==> config.mk <==
export PLATFORM = sky130hd
export DESIGN_NAME = power_thermal_reset_ctrl
export DESIGN_NICKNAME = d
export VERILOG_FILES = /design/src/power_thermal_reset_ctrl.v /design/src/sync2.v
export VERILOG_INCLUDE_DIRS = /design/src /design/src/include
export SDC_FILE = /design/constraint.sdc
export NUM_CORES = 1
export LEC_CHECK = 0
export BUFFER_PORTS_ARGS = -buffer_cell sky130_fd_sc_hd__buf_4
export CORE_UTILIZATION = 45
export CTS_CLUSTER_DIAMETER = 30
export DETAILED_ROUTE_END_ITERATION = 7
export HOLD_SLACK_MARGIN = 0.1
export PLACE_DENSITY = 0.76
export SYNTH_ARGS = -nofsm -noshare
export SYNTH_HDL_FRONTEND = slang
export SYNTH_SLANG_ARGS = --single-unit
==> constraint.sdc <==
create_clock -name ref_clk -period 2.4 [get_ports ref_clk]
set_input_delay 0.24 -clock ref_clk [delete_from_list [all_inputs] [get_ports ref_clk]]
set_output_delay 0.24 -clock ref_clk [all_outputs]
set_load 0.005 [all_outputs]
==> src/include/ptr_defines.vh <==
// Register offsets, bit positions, reset values and default chip identifier for the power/thermal bank.
`ifndef PTR_DEFINES_VH
`define PTR_DEFINES_VH
`define ADDR_RESET_ID 8'h00
`define ADDR_THERMAL 8'h02
`define ADDR_MIXER 8'h03
`define ADDR_ANTIPOP 8'h39
`define ADDR_SEQ 8'h46
`define ADDR_CPUMP 8'h4c
`define ADDR_SERVO 8'h54
`define BIT_SPK_GAIN 8
`define BIT_LHP_MIX 5
`define BIT_RHP_MIX 4
`define BIT_SPK_MIX 3
`define BIT_STARTUP_BIAS 2
`define BIT_RSERVO 1
`define BIT_LSERVO 0
`define BIT_OT_STATUS 15
`define BIT_SENSOR_ON 14
`define BIT_OUTPUT_CUT 13
`define BIT_SEQ_ON 8
`define BIT_CPUMP_ON 15
`define RST_SENSOR_ON 1'b1
`define RST_OUTPUT_CUT 1'b1
`define RST_ENABLE 1'b0
`define CHIP_ID_DEFAULT 16'h5a5a // Arbitrary value, not the code of any real part.
`endif

==> src/power_thermal_reset_ctrl.v <==
// Power enable, thermal shutdown and software reset register bank.
// Functional notes
// - Speaker gain stage bit 8, speaker mixer bit 3 of mixer register, reset 0.
// - Left and right headphone mixer enables at bits 5 and 4, reset 0.
// - Start-up bias enable at bit 2 of register 39h, reset 0.
// - Right/left offset servo enables at bits 1/0 of register 54h, reset 0.
// - Over-temperature status is read-only bit 15 of register 02h.
// - Sensor runs only while bit 14 set, default 1; status follows sensor.
// - Sensor on and output-cut bit 13 set: over-temperature disables speaker.
// - Any write to register 00h performs a software reset.
// - Register 00h content is read-only; writes do not change it.
// - Reading register 00h returns the fixed chip identifier.
`timescale 1ns/1ns
`include "ptr_defines.vh"
module power_thermal_reset_ctrl #(
  parameter [15:0] CHIP_ID = `CHIP_ID_DEFAULT // Arbitrary identifier value.
) (
  input wire ref_clk, // System clock, 100 MHz.
  input wire sys_rst, // Asynchronous reset, active high.
  input wire wr_en, // Register write strobe, one cycle.
  input wire rd_en, // Register read strobe, one cycle.
  input wire [7:0] reg_addr, // Register address.
  input wire [15:0] wr_data, // Write data.
  output reg [15:0] rd_data, // Read data, registered.
  output reg rd_valid, // Read data valid pulse.
  input wire overtemp_raw, // Raw comparator output from the sensor, asynchronous.
  output wire temp_sensor_on, // Sensor power enable.
  output wire speaker_gain_stage_on, // Speaker gain stage enable.
  output wire speaker_mixer_on, // Speaker mixer enable.
  output wire left_headphone_mixer_on, // Left headphone mixer enable.
  output wire right_headphone_mixer_on, // Right headphone mixer enable.
  output wire startup_bias_on, // Start-up bias enable.
  output wire sequencer_on, // Write sequencer enable.
  output wire charge_pump_on, // Charge pump enable.
  output wire right_offset_servo_on, // Right headphone servo enable.
  output wire left_offset_servo_on, // Left headphone servo enable.
  output wire speaker_out_cut, // High while the speaker output is forced off.
  output wire soft_reset_pulse // One-cycle pulse when software reset happens.
);
  reg sensor_on_r;
  reg output_cut_r;
  reg spk_gain_r;
  reg spk_mix_r;
  reg lhp_mix_r;
  reg rhp_mix_r;
  reg startup_bias_r;
  reg seq_on_r;
  reg cpump_on_r;
  reg rservo_r;
  reg lservo_r;
  reg soft_rst_r;
  wire ot_sync;
  wire overtemp_status;
  wire soft_rst_hit;

  // The sensor comparator is asynchronous to ref_clk, so it passes two flops.
  // Status therefore lags the pin by two edges; the cut is never early.
  sync2 u_ot_sync (
    .ref_clk(ref_clk),
    .sys_rst(sys_rst),
    .d(overtemp_raw),
    .q(ot_sync)
  );

  // Status and cut are plain gates of flopped terms, so they settle early.
  // status gated by sensor
  assign overtemp_status = sensor_on_r & ot_sync;
  assign speaker_out_cut = overtemp_status & output_cut_r;

  assign soft_rst_hit = wr_en && (reg_addr == `ADDR_RESET_ID);
  // The pulse lets the rest of the device follow a software reset.
  assign soft_reset_pulse = soft_rst_r;

  // Control fields. A software reset restores defaults in the same edge as the
  // write, so no stale enable survives into the next cycle.
  // A write to 00h is never also decoded as a field write.
  always @(posedge ref_clk or posedge sys_rst) begin
    if (sys_rst) begin
      sensor_on_r <= `RST_SENSOR_ON;
      output_cut_r <= `RST_OUTPUT_CUT;
      spk_gain_r <= `RST_ENABLE;
      spk_mix_r <= `RST_ENABLE;
      lhp_mix_r <= `RST_ENABLE;
      rhp_mix_r <= `RST_ENABLE;
      startup_bias_r <= `RST_ENABLE;
      seq_on_r <= `RST_ENABLE;
      cpump_on_r <= `RST_ENABLE;
      rservo_r <= `RST_ENABLE;
      lservo_r <= `RST_ENABLE;
      soft_rst_r <= 1'b0;
    end else begin
      soft_rst_r <= soft_rst_hit;
      if (soft_rst_hit) begin
        sensor_on_r <= `RST_SENSOR_ON;
        output_cut_r <= `RST_OUTPUT_CUT;
        spk_gain_r <= `RST_ENABLE;
        spk_mix_r <= `RST_ENABLE;
        lhp_mix_r <= `RST_ENABLE;
        rhp_mix_r <= `RST_ENABLE;
        startup_bias_r <= `RST_ENABLE;
        seq_on_r <= `RST_ENABLE;
        cpump_on_r <= `RST_ENABLE;
        rservo_r <= `RST_ENABLE;
        lservo_r <= `RST_ENABLE;
      end else if (wr_en) begin
        case (reg_addr)
          `ADDR_THERMAL: begin
            // Software should touch these only with the outputs off; the logic
            // accepts them at any time and leaves that order to the driver.
            // sensor enable write
            sensor_on_r <= wr_data[`BIT_SENSOR_ON];
            output_cut_r <= wr_data[`BIT_OUTPUT_CUT];
          end
          `ADDR_MIXER: begin
            spk_gain_r <= wr_data[`BIT_SPK_GAIN];
            spk_mix_r <= wr_data[`BIT_SPK_MIX];
            lhp_mix_r <= wr_data[`BIT_LHP_MIX];
            rhp_mix_r <= wr_data[`BIT_RHP_MIX];
          end
          `ADDR_ANTIPOP: begin
            startup_bias_r <= wr_data[`BIT_STARTUP_BIAS];
          end
          `ADDR_SEQ: begin
            seq_on_r <= wr_data[`BIT_SEQ_ON];
          end
          `ADDR_CPUMP: begin
            cpump_on_r <= wr_data[`BIT_CPUMP_ON];
          end
          `ADDR_SERVO: begin
            rservo_r <= wr_data[`BIT_RSERVO];
            lservo_r <= wr_data[`BIT_LSERVO];
          end
          default: begin
            // Unmapped writes are dropped; holding one field keeps the branch full.
            sensor_on_r <= sensor_on_r;
          end
        endcase
      end
    end
  end

  // Read path. Unmapped addresses read zero; unlisted bits read zero.
  // A read in the same cycle as a write returns the value before it.
  always @(posedge ref_clk or posedge sys_rst) begin
    if (sys_rst) begin
      rd_data <= 16'h0000;
      rd_valid <= 1'b0;
    end else begin
      rd_valid <= rd_en;
      if (rd_en) begin
        rd_data <= 16'h0000;
        case (reg_addr)
          `ADDR_RESET_ID: begin
            rd_data <= CHIP_ID;
          end
          `ADDR_THERMAL: begin
            rd_data[`BIT_OT_STATUS] <= overtemp_status;
            rd_data[`BIT_SENSOR_ON] <= sensor_on_r;
            rd_data[`BIT_OUTPUT_CUT] <= output_cut_r;
          end
          `ADDR_MIXER: begin
            rd_data[`BIT_SPK_GAIN] <= spk_gain_r;
            rd_data[`BIT_LHP_MIX] <= lhp_mix_r;
            rd_data[`BIT_RHP_MIX] <= rhp_mix_r;
            rd_data[`BIT_SPK_MIX] <= spk_mix_r;
          end
          `ADDR_ANTIPOP: begin
            rd_data[`BIT_STARTUP_BIAS] <= startup_bias_r;
          end
          `ADDR_SEQ: begin
            rd_data[`BIT_SEQ_ON] <= seq_on_r;
          end
          `ADDR_CPUMP: begin
            rd_data[`BIT_CPUMP_ON] <= cpump_on_r;
          end
          `ADDR_SERVO: begin
            rd_data[`BIT_RSERVO] <= rservo_r;
            rd_data[`BIT_LSERVO] <= lservo_r;
          end
          default: begin
            rd_data <= 16'h0000;
          end
        endcase
      end
    end
  end

  // Enables come straight from their flops, so no decode glitch reaches
  // the analogue switches. The identifier is never stored at all.
  assign temp_sensor_on = sensor_on_r;
  assign speaker_gain_stage_on = spk_gain_r;
  assign speaker_mixer_on = spk_mix_r;
  assign left_headphone_mixer_on = lhp_mix_r;
  assign right_headphone_mixer_on = rhp_mix_r;

  // Bias, sequencer, pump and servo enables.
  assign startup_bias_on = startup_bias_r;
  assign sequencer_on = seq_on_r;
  assign charge_pump_on = cpump_on_r;
  assign right_offset_servo_on = rservo_r;
  assign left_offset_servo_on = lservo_r;
endmodule

==> src/sync2.v <==
// Two-flop synchroniser for a single level from outside the clock domain.
`timescale 1ns/1ns
module sync2 (
  input wire ref_clk, // System clock.
  input wire sys_rst, // Asynchronous reset, active high.
  input wire d, // Asynchronous level.
  output wire q // Synchronised level.
);
  reg s1_r;
  reg s2_r;
  // First stage feeds only the second stage to keep metastability contained.
  always @(posedge ref_clk or posedge sys_rst) begin
    if (sys_rst) begin
      s1_r <= 1'b0;
      s2_r <= 1'b0;
    end else begin
      s1_r <= d;
      s2_r <= s1_r;
    end
  end
  assign q = s2_r;
endmodule

# Word level (Yosys, flattened, before mapping)
# Index checks and enable logic that the tools add are counted.
dict set report totals {
  out_inout_bits 29
  register_bits 31
}
dict set report op_classes {
  mux 41
  eq_ne 6
  n_bitwise 2
  reduce_logical 15
}
# cell count
set op_table {}
lappend op_table {{$mux 1} 35}
lappend op_table {{$eq 8x7->1 const B} 3}
lappend op_table {{$eq 8x2->1 const B} 2}
lappend op_table {{$reduce_bool 2->1} 7}
lappend op_table {{$reduce_and 2->1} 6}
lappend op_table {{$eq 8x6->1 const B} 1}
lappend op_table {{$logic_not 8->1} 1}
lappend op_table {{$pmux 2 s2} 2}
lappend op_table {{$pmux 3 s2} 1}
lappend op_table {{$mux 4} 1}
lappend op_table {{$pmux 1 s2} 2}
lappend op_table {{$and 1x1->1} 2}
lappend op_table {{$logic_and 1x1->1} 1}

# Longest topological paths before layout
# Gate-level depths: netlist of run 1.
dict set report depth {
  depth_word 4
  depth_mapped 4
}

# Modules after synthesis
# Synthesis of run 1 repeated with hierarchy kept, for this count alone.
dict set report hier_totals {
  cells_unflattened 136
  hier_area_um2 1350.0
}
# module seq_area_each_um2 cells_per_inst n_inst area_per_inst_um2
set modules_own_cells {}
lappend modules_own_cells {power_thermal_reset_ctrl 603.1 133 1 1296.2}
lappend modules_own_cells {sync2 50.0 3 1 53.8}

# Worst setup path after synthesis of run 1
# Ideal clock, no wire load.
dict set report synth_timing {
  path_type {in2reg}
  startpoint {input port reg_addr[4]}
  endpoint {register output_cut_r}
  n_path_buf 0
  slack_ns 0.986
  arrival_time_ns 1.329
  cell_stages 3
  setup_ns 0.085
  path_cell_list {or4_4 > nor3_4 > mux2_1}
}
dict set report synth_between {
  elab_chain_cells 4
  elab_cells_between_ends 7
  cone_classes {eq/ne (1); mux (1); reduce/logical (5)}
}
# item line_no
set synth_lines {}
lappend synth_lines {{start: declaration} power_thermal_reset_ctrl.v:22} ;# input wire [7:0] reg_addr,
lappend synth_lines {{$logic_not 8->1} -}
lappend synth_lines {{$logic_and 1x1->1} power_thermal_reset_ctrl.v:70} ;# assign soft_rst_hit = wr_en && (reg_addr == `ADDR_RESET_ID);
lappend synth_lines {{$reduce_bool 2->1 (no source line)} -}
lappend synth_lines {{$reduce_and 2->1 (no source line)} -}
lappend synth_lines {{end signal: assignment} power_thermal_reset_ctrl.v:80} ;# output_cut_r <= `RST_OUTPUT_CUT;
lappend synth_lines {{end signal: assignment} power_thermal_reset_ctrl.v:95} ;# output_cut_r <= `RST_OUTPUT_CUT;
lappend synth_lines {{end signal: assignment} power_thermal_reset_ctrl.v:112} ;# output_cut_r <= wr_data[`BIT_OUTPUT_CUT];
lappend synth_lines {{end: declaration} power_thermal_reset_ctrl.v:41} ;# reg output_cut_r;
# Several ways; a longest one is shown, not always the timed one.
# A chain may end at the register's enable or synchronous reset.

# Worst setup path after layout of run 1
dict set report layout_timing {
  startpoint {register sensor_on_r (netlist: temp_sensor_on)}
  endpoint {output port speaker_out_cut}
}
dict set report layout_between {
  elab_chain_cells 2
}
# item line_no
set layout_lines {}
lappend layout_lines {{start: declaration} power_thermal_reset_ctrl.v:40} ;# reg sensor_on_r;
lappend layout_lines {{start signal: assignment} power_thermal_reset_ctrl.v:79} ;# sensor_on_r <= `RST_SENSOR_ON;
lappend layout_lines {{start signal: assignment} power_thermal_reset_ctrl.v:94} ;# sensor_on_r <= `RST_SENSOR_ON;
lappend layout_lines {{start signal: assignment} power_thermal_reset_ctrl.v:111} ;# sensor_on_r <= wr_data[`BIT_SENSOR_ON];
lappend layout_lines {{$and 1x1->1} power_thermal_reset_ctrl.v:67} ;# assign overtemp_status = sensor_on_r & ot_sync;
lappend layout_lines {{$and 1x1->1} power_thermal_reset_ctrl.v:68} ;# assign speaker_out_cut = overtemp_status & output_cut_r;
lappend layout_lines {{end: declaration} power_thermal_reset_ctrl.v:37} ;# output wire speaker_out_cut,
# Every way passes these cells.

==> results of run 1 <==
[area by class of cell]
| cell class | instances | area, sq um | share of cell area |
|---|---|---|---|
| flip-flops and latches | 26 | 653 | 0.365 |
| multi-input cells | 92 | 624 | 0.349 |
| repair buffers | 52 | 393 | 0.220 |
| well taps | 31 | 38.8 | 0.0217 |
| clock inverters | 1 | 30.0 | 0.0168 |
| inverters | 7 | 26.3 | 0.0147 |
| clock buffers | 3 | 22.5 | 0.0126 |
[what timing repair did]
| item | 4_1_cts | 5_1_grt |
|---|---|---|
| buffers inserted | 0 | 0 |
| hold buffers | 1 | 0 |
| hold endpoints to repair | 1 | 0 |
[sequential cells by signal, indices dropped and copies added (netlist names)]
| signal | count |
|---|---|
| rd_data | 11 |
| right_offset_servo_on | 1 |
| right_headphone_mixer_on | 1 |
| left_offset_servo_on | 1 |
| output_cut_r | 1 |
| sequencer_on | 1 |
| soft_reset_pulse | 1 |
| temp_sensor_on | 1 |
| speaker_gain_stage_on | 1 |
| startup_bias_on | 1 |
| u_ot_sync.s1_r | 1 |
| left_headphone_mixer_on | 1 |
| charge_pump_on | 1 |
| speaker_mixer_on | 1 |
| u_ot_sync.q | 1 |
| rd_valid | 1 |
[cells in the final DEF, fill, tap and decap left out, types with 2 or more instances in the layout]
cell type,synthesis,routed
sky130_fd_sc_hd__buf_4,5,51
sky130_fd_sc_hd__dfrtp_1,24,24
sky130_fd_sc_hd__nand3_1,11,11
sky130_fd_sc_hd__and2_1,7,7
sky130_fd_sc_hd__inv_1,7,7
sky130_fd_sc_hd__nand4_1,6,6
sky130_fd_sc_hd__nor2b_1,6,6
sky130_fd_sc_hd__nor2_1,5,5
sky130_fd_sc_hd__nand2_1,5,5
sky130_fd_sc_hd__nor3_1,4,4
sky130_fd_sc_hd__a211o_1,4,4
sky130_fd_sc_hd__o21ai_1,4,4
sky130_fd_sc_hd__a31oi_1,4,4
sky130_fd_sc_hd__and3_1,3,3
sky130_fd_sc_hd__clkbuf_4,0,3
sky130_fd_sc_hd__nand2b_1,2,2
sky130_fd_sc_hd__and4b_1,2,2
sky130_fd_sc_hd__nor4_1,2,2
sky130_fd_sc_hd__o211ai_1,2,2
sky130_fd_sc_hd__a22o_1,2,2
sky130_fd_sc_hd__a41o_1,2,2
sky130_fd_sc_hd__mux2i_1,2,2
sky130_fd_sc_hd__conb_1,1,2
sky130_fd_sc_hd__dfstp_2,2,2
[cells by family (layout without fill, tap and decap cells)]
group | count (synthesis) | in the layout
mux | 3 | 3
other cells | 1 | 2
simple gates | 63 | 63
compound gates | 24 | 24
flops | 26 | 26
buf+inv | 18 | 63
[worst max-delay path, delay by kind of cell, from the launching register on]
| kind | cells | cell delay, ps |
|---|---|---|
| DFF | 1 | 580 |
| buffers and inverters | 1 | 100 |
| and+or+nand+nor | 1 | 150 |
[power groups by stage]
stage | combinational, mW | clock (mW) | sequential [mW]
after global routing | 0.138 | 0.331 | 0.467
after global placement | 0.122 | 0 | 0.472
after floorplan | 0.0587 | 0 | 0.472
after detailed placement | 0.126 | 0 | 0.473
after CTS | 0.128 | 0.312 | 0.465
final | 0.127 | 0.307 | 0.465
[layer usage]
metal  vias up  share of wire  GRT usage
met3         7          0.054     0.0408
met1       570           0.45      0.269
met2        46           0.48      0.360
li1        584              -          -
met4         0          0.016     0.0871
met5         -              0          0
[worst max-delay path by stage]
| stage | start | to | slack (ps) | cells past startpoint |
|---|---|---|---|---|
| after global routing | temp_sensor_on | speaker_out_cut | 950 | 2 |
| after global placement | reg_addr[5] | startup_bias_on | 760 | 4 |
| after CTS | temp_sensor_on | speaker_out_cut | 990 | 2 |
| after detailed placement | reg_addr[5] | startup_bias_on | 760 | 4 |
| final | temp_sensor_on | speaker_out_cut | 1000 | 2 |
| after floorplan | reg_addr[4] | output_cut_r | 990 | 3 |
[through the flow]
stage / hold WS, ps / util / std cells
finish: 114 / 0.637 / 212
floorplan: 271 / - / 136
global placement: 333 / 0.615 / 207
global route: 124 / 0.637 / 212
detailed placement: 340 / 0.615 / 207
CTS: 128 / 0.637 / 212
==> tab_implementation.tex, run 1 <==
\begin{tabular}{lr}
\hline
Metric & Value \\
\hline
\multicolumn{2}{l}{\textbf{Power}} \\
Total design power & 0.899 mW \\
Maximum vdd ir drop & 0.241 mV \\
Psw & 0.213 mW \\
LEAKAGE & 0.802 nW \\
Cell area power density & 503 nW/um\^{}2 \\
Comb pwr share & 0.141 \\
Sequential Power Share & 0.517 \\
Part of the power in the clock network & 0.341 \\
Switching share of power & 0.237 \\
Internal power & 0.686 mW \\
\multicolumn{2}{l}{\textbf{Run}} \\
Max Cap Viol & 0 \\
\multicolumn{2}{l}{\textbf{Synth}} \\
Synth Register Bits & 26 \\
Sequential fraction of the synthesis area & 0.479 \\
Post-synthesis instance total & 135 \\
Most frequently used cell type in the post-synthesis netlist & sky130\_fd\_sc\_hd\_\_dfrtp\_1 \\
Number of warnings issued by yosys & 0 \\
Largest family of logic cells by synthesized area & simple AND/OR/NAND/NOR gates \\
Proportion of netlist area held by the largest area contributor & 0.440 \\
Cell variety after synth & 42 \\
Adder-cell share of the synthesized area & 0 \\
Syn avg cell area & 10.1 sq um \\
Compound-gate portion of the synthesized area & 0.132 \\
Area share of and/or/nand/nor cells after synthesis & 0.297 \\
Dominant register cell in the synthesized netlist & sky130\_fd\_sc\_hd\_\_dfrtp\_1 \\
Ranking of synthesized cells by instance count & sky130\_fd\_sc\_hd\_\_dfrtp\_1 (24), sky130\_fd\_sc\_hd\_\_nand3\_1 (11), sky130\_fd\_sc\_hd\_\_and2\_1 (7), sky130\_fd\_sc\_hd\_\_inv\_1 (7) \\
Async set or reset register ratio after synthesis & 1.00 \\
Leading area contributor after synthesis & sky130\_fd\_sc\_hd\_\_dfrtp\_1 \\
Top cells by area in the synthesized netlist & sky130\_fd\_sc\_hd\_\_dfrtp\_1 (44\%), sky130\_fd\_sc\_hd\_\_nand3\_1 (4.0\%), sky130\_fd\_sc\_hd\_\_dfstp\_2 (3.9\%) \\
Share of cell area taken by muxes after synthesis & 0.0229 \\
Number of flops mapped to enable cells by yosys & 0 \\
Combined area of all synthesized cells & 1360 sq um \\
Post-synthesis xor/xnor area fraction & 0 \\
\multicolumn{2}{l}{\textbf{Floorplanning}} \\
Vert. Die Dim & 57.1 um \\
Die outline area & 3250 sq um \\
Area of the core region & 2810 sq um \\
Die outline width & 57.1 um \\
Starting density of the core & 0.486 \\
Number of top-level pins & 58 \\
Std cell rows & 19 \\
\multicolumn{2}{l}{\textbf{Placement}} \\
Post-Place Worst Slack & 758 ps \\
Quantity of I/O buffers inserted on ports & 49 \\
Half-perimeter wire length after placement & 2430 um \\
Post-place instance area & 1730 sq um \\
Routability congestion estimate from global placement & 0.899 \\
\multicolumn{2}{l}{\textbf{STA}} \\
Max-slew headroom at the worst pin & 0.344 \\
Final worst slack & 995 ps \\
Sum of negative setup slack & 0 ps \\
Highest achievable clock rate & 712 MHz \\
Slew Limit Fails & 0 \\
Post-route clock period utilization & 0.585 \\
Shortest period the worst path allows & 1400 ps \\
RSZ-0062 raised after global routing & no \\
Final-report hold violation count & 0 \\
Max Clock Skew & 6.76 ps \\
Slew at the pin closest to its max-slew limit & 983 ps \\
Final setup violating endpoints & 0 \\
\multicolumn{2}{l}{\textbf{Setup path}} \\
Kind of end point of the critical path & output port \\
Crit path launch type & register \\
CP Cell Sequence & and3\_1 > buf\_4 \\
Max stage delay cell, worst path & sky130\_fd\_sc\_hd\_\_dfstp\_2 \\
Data arrival time at the worst-slack endpoint & 1160 ps \\
Worst endpoint required time & 2160 ps \\
Maximum fanout count along the critical path & 4 \\
Critical Setup Path Class & reg -> out \\
Flop2flop setup slack & 1340 ps \\
Start of the worst register-to-register path & sequencer\_on \\
R2R cell count & 3 \\
Critical Path Max Stage Delay & 580 ps \\
Endpoint of the worst-slack reg-to-reg timing path & sequencer\_on \\
\multicolumn{2}{l}{\textbf{Clock network}} \\
CTS buffer count & 3 \\
Clock Tree Buf Depth & 2 \\
Post-CTS sizing & 0 \\
CTS root buffer & sky130\_fd\_sc\_hd\_\_clkbuf\_4 \\
Clock latency of the later-clocked register in the worst-skew pair & 330 ps \\
Clock Pin Slew Worst Setup and Hold Paths & 150 ps \\
\# clock sinks & 26 \\
Maximum level of the CTS H-tree & 1 \\
TritonCTS clock tree & built \\
\multicolumn{2}{l}{\textbf{GRT}} \\
GRT Util Overall & 0.213 \\
Wire length of the first global-routing pass & 5320 um \\
Total overflow reported by the global router & 0 \\
Antenna violations before repair & 0 \\
Vias in the first global route & 1,134 \\
Maximum number of pins on one net before global-route repair & 27 \\
\multicolumn{2}{l}{\textbf{Route}} \\
Total routed wirelength & 3290 um \\
Via/cell ratio & 5.69 \\
Number of vias after detailed routing & 1,207 \\
Residual DRC & 8 \\
First-pass iteration count of the detailed router & 6 \\
First DRT Iteration DRCs & 31 \\
Avg WL per Cell & 15.5 um \\
Count of nets left with antenna violations after detail routing & 0 \\
\multicolumn{2}{l}{\textbf{Min path}} \\
Class of the tightest hold or removal check & in -> async \\
\multicolumn{2}{l}{\textbf{Layout}} \\
Final instance area & 1790 sq um \\
Number of filler instances in the final layout & 233 \\
Ratio of cells with drive above 1 in the final layout & 0.343 \\
\# diodes & 0 \\
Net count, final & 211 \\
Area grow syn2layout & 31.1\% \\
\multicolumn{2}{l}{\textbf{Run status}} \\
Violated checks & DRC \\
Outcome & complete, but fails checks \\
\hline
\end{tabular}
Note: power is estimated with default switching activity, not from simulation.
==> inputs of run 2 (changes only) <==
--- a/config.mk
+++ b/config.mk
@@ -7,11 +7,11 @@
 export NUM_CORES = 1
 export LEC_CHECK = 0
 export BUFFER_PORTS_ARGS = -buffer_cell sky130_fd_sc_hd__buf_4
-export CORE_UTILIZATION = 45
+export CORE_UTILIZATION = 42
 export CTS_CLUSTER_DIAMETER = 30
 export DETAILED_ROUTE_END_ITERATION = 7
 export HOLD_SLACK_MARGIN = 0.1
-export PLACE_DENSITY = 0.76
+export PLACE_DENSITY = 0.75
 export SYNTH_ARGS = -nofsm -noshare
 export SYNTH_HDL_FRONTEND = slang
 export SYNTH_SLANG_ARGS = --single-unit
==> constraint.sdc (replaced) <==
create_clock -name ref_clk -period 1.1 [get_ports ref_clk]
set_input_delay 0.11 -clock ref_clk [delete_from_list [all_inputs] [get_ports ref_clk]]
set_output_delay 0.11 -clock ref_clk [all_outputs]
set_load 0.005 [all_outputs]
==> tab_implementation.tex, run 2 (same netlist as run 1, synthesis figures left out) <==
\begin{tabular}{lr}
\hline
Metric & Value \\
\hline
\multicolumn{2}{l}{\textbf{Run status}} \\
Outcome & complete, but fails checks \\
Violated checks & setup timing \\
\multicolumn{2}{l}{\textbf{Setup path}} \\
Logic depth of the worst setup path including buffers & 2 \\
Buf/Inv on CP & 1 \\
Max stage delay cell, worst path & sky130\_fd\_sc\_hd\_\_dfstp\_2 \\
Critical Path Max Stage Delay & 560 ps \\
Data arrival time at the worst-slack endpoint & 1130 ps \\
Maximum fanout count along the critical path & 2 \\
Flop2flop setup slack & 40 ps \\
Kind of end point of the critical path & output port \\
Crit path launch type & register \\
Critical Setup Path Class & reg -> out \\
Gate family responsible for the most delay along the worst path & flip-flops \\
CP Cell Sequence & and3\_1 > buf\_4 \\
Worst endpoint required time & 990 ps \\
Endpoint of the worst-slack reg-to-reg timing path & rd\_data[14] \\
Start of the worst register-to-register path & temp\_sensor\_on \\
R2R cell count & 4 \\
\multicolumn{2}{l}{\textbf{Floorplanning}} \\
Area of the core region & 3080 sq um \\
Std cell rows & 20 \\
Vert. Die Dim & 59.0 um \\
Starting density of the core & 0.443 \\
Die outline area & 3480 sq um \\
Die outline width & 59.0 um \\
Number of top-level pins & 58 \\
\multicolumn{2}{l}{\textbf{Placement}} \\
Post-Place Worst Slack & -256 ps \\
Routability congestion estimate from global placement & 0.815 \\
Quantity of I/O buffers inserted on ports & 49 \\
Cells after DPL & 245 \\
Half-perimeter wire length after placement & 2650 um \\
\multicolumn{2}{l}{\textbf{Clock network}} \\
Clock Tree Buf Depth & 2 \\
TritonCTS clock tree & built \\
CTS buffer count & 3 \\
Clock latency of the later-clocked register in the worst-skew pair & 330 ps \\
Maximum level of the CTS H-tree & 1 \\
CTS root buffer & sky130\_fd\_sc\_hd\_\_clkbuf\_4 \\
\# clock sinks & 26 \\
Clock Pin Slew Worst Setup and Hold Paths & 130 ps \\
\multicolumn{2}{l}{\textbf{Min path}} \\
Min-Delay Path Depth & 3 \\
Worst Hold End & output\_cut\_r \\
Hold Path Origin & wr\_data[13] \\
Class of the tightest hold or removal check & in -> reg \\
\multicolumn{2}{l}{\textbf{GRT}} \\
Wire length of the first global-routing pass & 5750 um \\
Total overflow reported by the global router & 0 \\
Maximum number of pins on one net before global-route repair & 27 \\
GRT Util Overall & 0.223 \\
Vias in the first global route & 1,285 \\
Antenna violations before repair & 0 \\
\multicolumn{2}{l}{\textbf{STA}} \\
Slew Limit Fails & 0 \\
Highest achievable clock rate & 809 MHz \\
Slew at the pin closest to its max-slew limit & 537 ps \\
Final setup violating endpoints & 2 \\
Shortest period the worst path allows & 1240 ps \\
RSZ-0062 raised after global routing & yes \\
Post-route clock period utilization & 1.12 \\
Final-report hold violation count & 0 \\
Max Clock Skew & 10.8 ps \\
Final worst slack & -137 ps \\
Max-slew headroom at the worst pin & 0.641 \\
\multicolumn{2}{l}{\textbf{Layout}} \\
Most frequent cells in the layout & sky130\_fd\_sc\_hd\_\_buf\_4 (76), sky130\_fd\_sc\_hd\_\_dfrtp\_1 (24), sky130\_fd\_sc\_hd\_\_nand3\_1 (11) \\
Ratio of cells with drive above 1 in the final layout & 0.423 \\
Max reg flops & 11 \\
Final cell utilization of the core & 0.666 \\
Register bank with the most flops & rd\_data \\
Area grow syn2layout & 50.3\% \\
Number of non-filler instances in the completed layout & 257 \\
\# diodes & 0 \\
Net count, final & 243 \\
Most common cell after layout, fill and taps aside & sky130\_fd\_sc\_hd\_\_buf\_4 \\
\multicolumn{2}{l}{\textbf{Route}} \\
Via/cell ratio & 5.24 \\
Total routed wirelength & 3610 um \\
First-pass iteration count of the detailed router & 4 \\
Count of nets left with antenna violations after detail routing & 0 \\
Number of vias after detailed routing & 1,346 \\
Avg WL per Cell & 14.1 um \\
First DRT Iteration DRCs & 43 \\
Residual DRC & 0 \\
\multicolumn{2}{l}{\textbf{Power}} \\
Cell area power density & 882 nW/um\^{}2 \\
Sequential Power Share & 0.560 \\
Total design power & 1.81 mW \\
LEAKAGE & 0.945 nW \\
Internal power & 1.34 mW \\
Psw & 0.471 mW \\
Part of the power in the clock network & 0.237 \\
Maximum vdd ir drop & 0.509 mV \\
Comb pwr share & 0.203 \\
Switching share of power & 0.260 \\
\multicolumn{2}{l}{\textbf{Run}} \\
Max Cap Viol & 0 \\
\hline
\end{tabular}
[run 2: cell types whose count changed in the layout (fill, tap and decap cells not counted), sizes merged]
cell,change
bufinv,-1
buf,+26
dlygate4sd3,+6
clkbuf,+1
[run 2: routing by layer]
metal / vias up / track usage / routed length (um)
li1: 649 / - / -
met5: - / 0 / 0
met3: 7 / 0.0284 / 116
met4: 0 / 0.105 / 81
met2: 35 / 0.391 / 1890
met1: 655 / 0.270 / 1520
[run 2: power groups by stage]
| stage | Combinational, mW | Sequential (mW) | Clock (mW) |
|---|---|---|---|
| after floorplan | 0.133 | 1.03 | 0 |
| after global placement | 0.323 | 1.03 | 0 |
| after detailed placement | 0.332 | 1.03 | 0 |
| after CTS | 0.363 | 1.01 | 0.444 |
| after global routing | 0.397 | 1.02 | 0.469 |
| final | 0.367 | 1.01 | 0.428 |
[run 2: worst register-to-register path: cells and delay by family, from the launching register on]
family                 cells  cell delay (ps)
DFF                        1              550
buffers and inverters      2              170
AOI/OAI and AO/OA          2              290
[run 2: final cells by class]
cell class | instances | area [sq um]
inverter | 7 | 26.3
sequential | 26 | 653
multi-input combinational | 92 | 637
clock buffer | 4 | 26.3
fill | 262 | 1030
timing repair buffer | 84 | 652
tap | 44 | 55.1
[run 2: how the worst max path moves through the flow]
stage                              start              end  slack, ps
after CTS                   output_cut_r  speaker_out_cut       -130
final                       output_cut_r  speaker_out_cut       -140
after floorplan              reg_addr[2]     output_cut_r       -130
after detailed placement     reg_addr[2]     output_cut_r       -260
after global routing      temp_sensor_on  speaker_out_cut       -190
after global placement       reg_addr[2]     output_cut_r       -230
[run 2: stage by stage]
| step | TNS, ps | hold slack, ps | cell area (sq um) |
|---|---|---|---|
| final | -222 | 130 | 2050 |
| after global routing | -336 | 133 | 2050 |
| after CTS | -223 | 127 | 2040 |
| after detailed placement | -3430 | 196 | 1940 |
| after global placement | -2980 | 184 | 1940 |
| after floorplan | -259 | 141 | 1380 |
[run 2: what timing repair did]
item | in CTS | in global routing
setup buffers | 2 | 0
resized for setup | 0 | 2
endpoints found under the setup margin | 3 | 4
pin swaps | 0 | 1
hold buffers | 7 | 0
endpoints found under the hold margin | 30 | 0
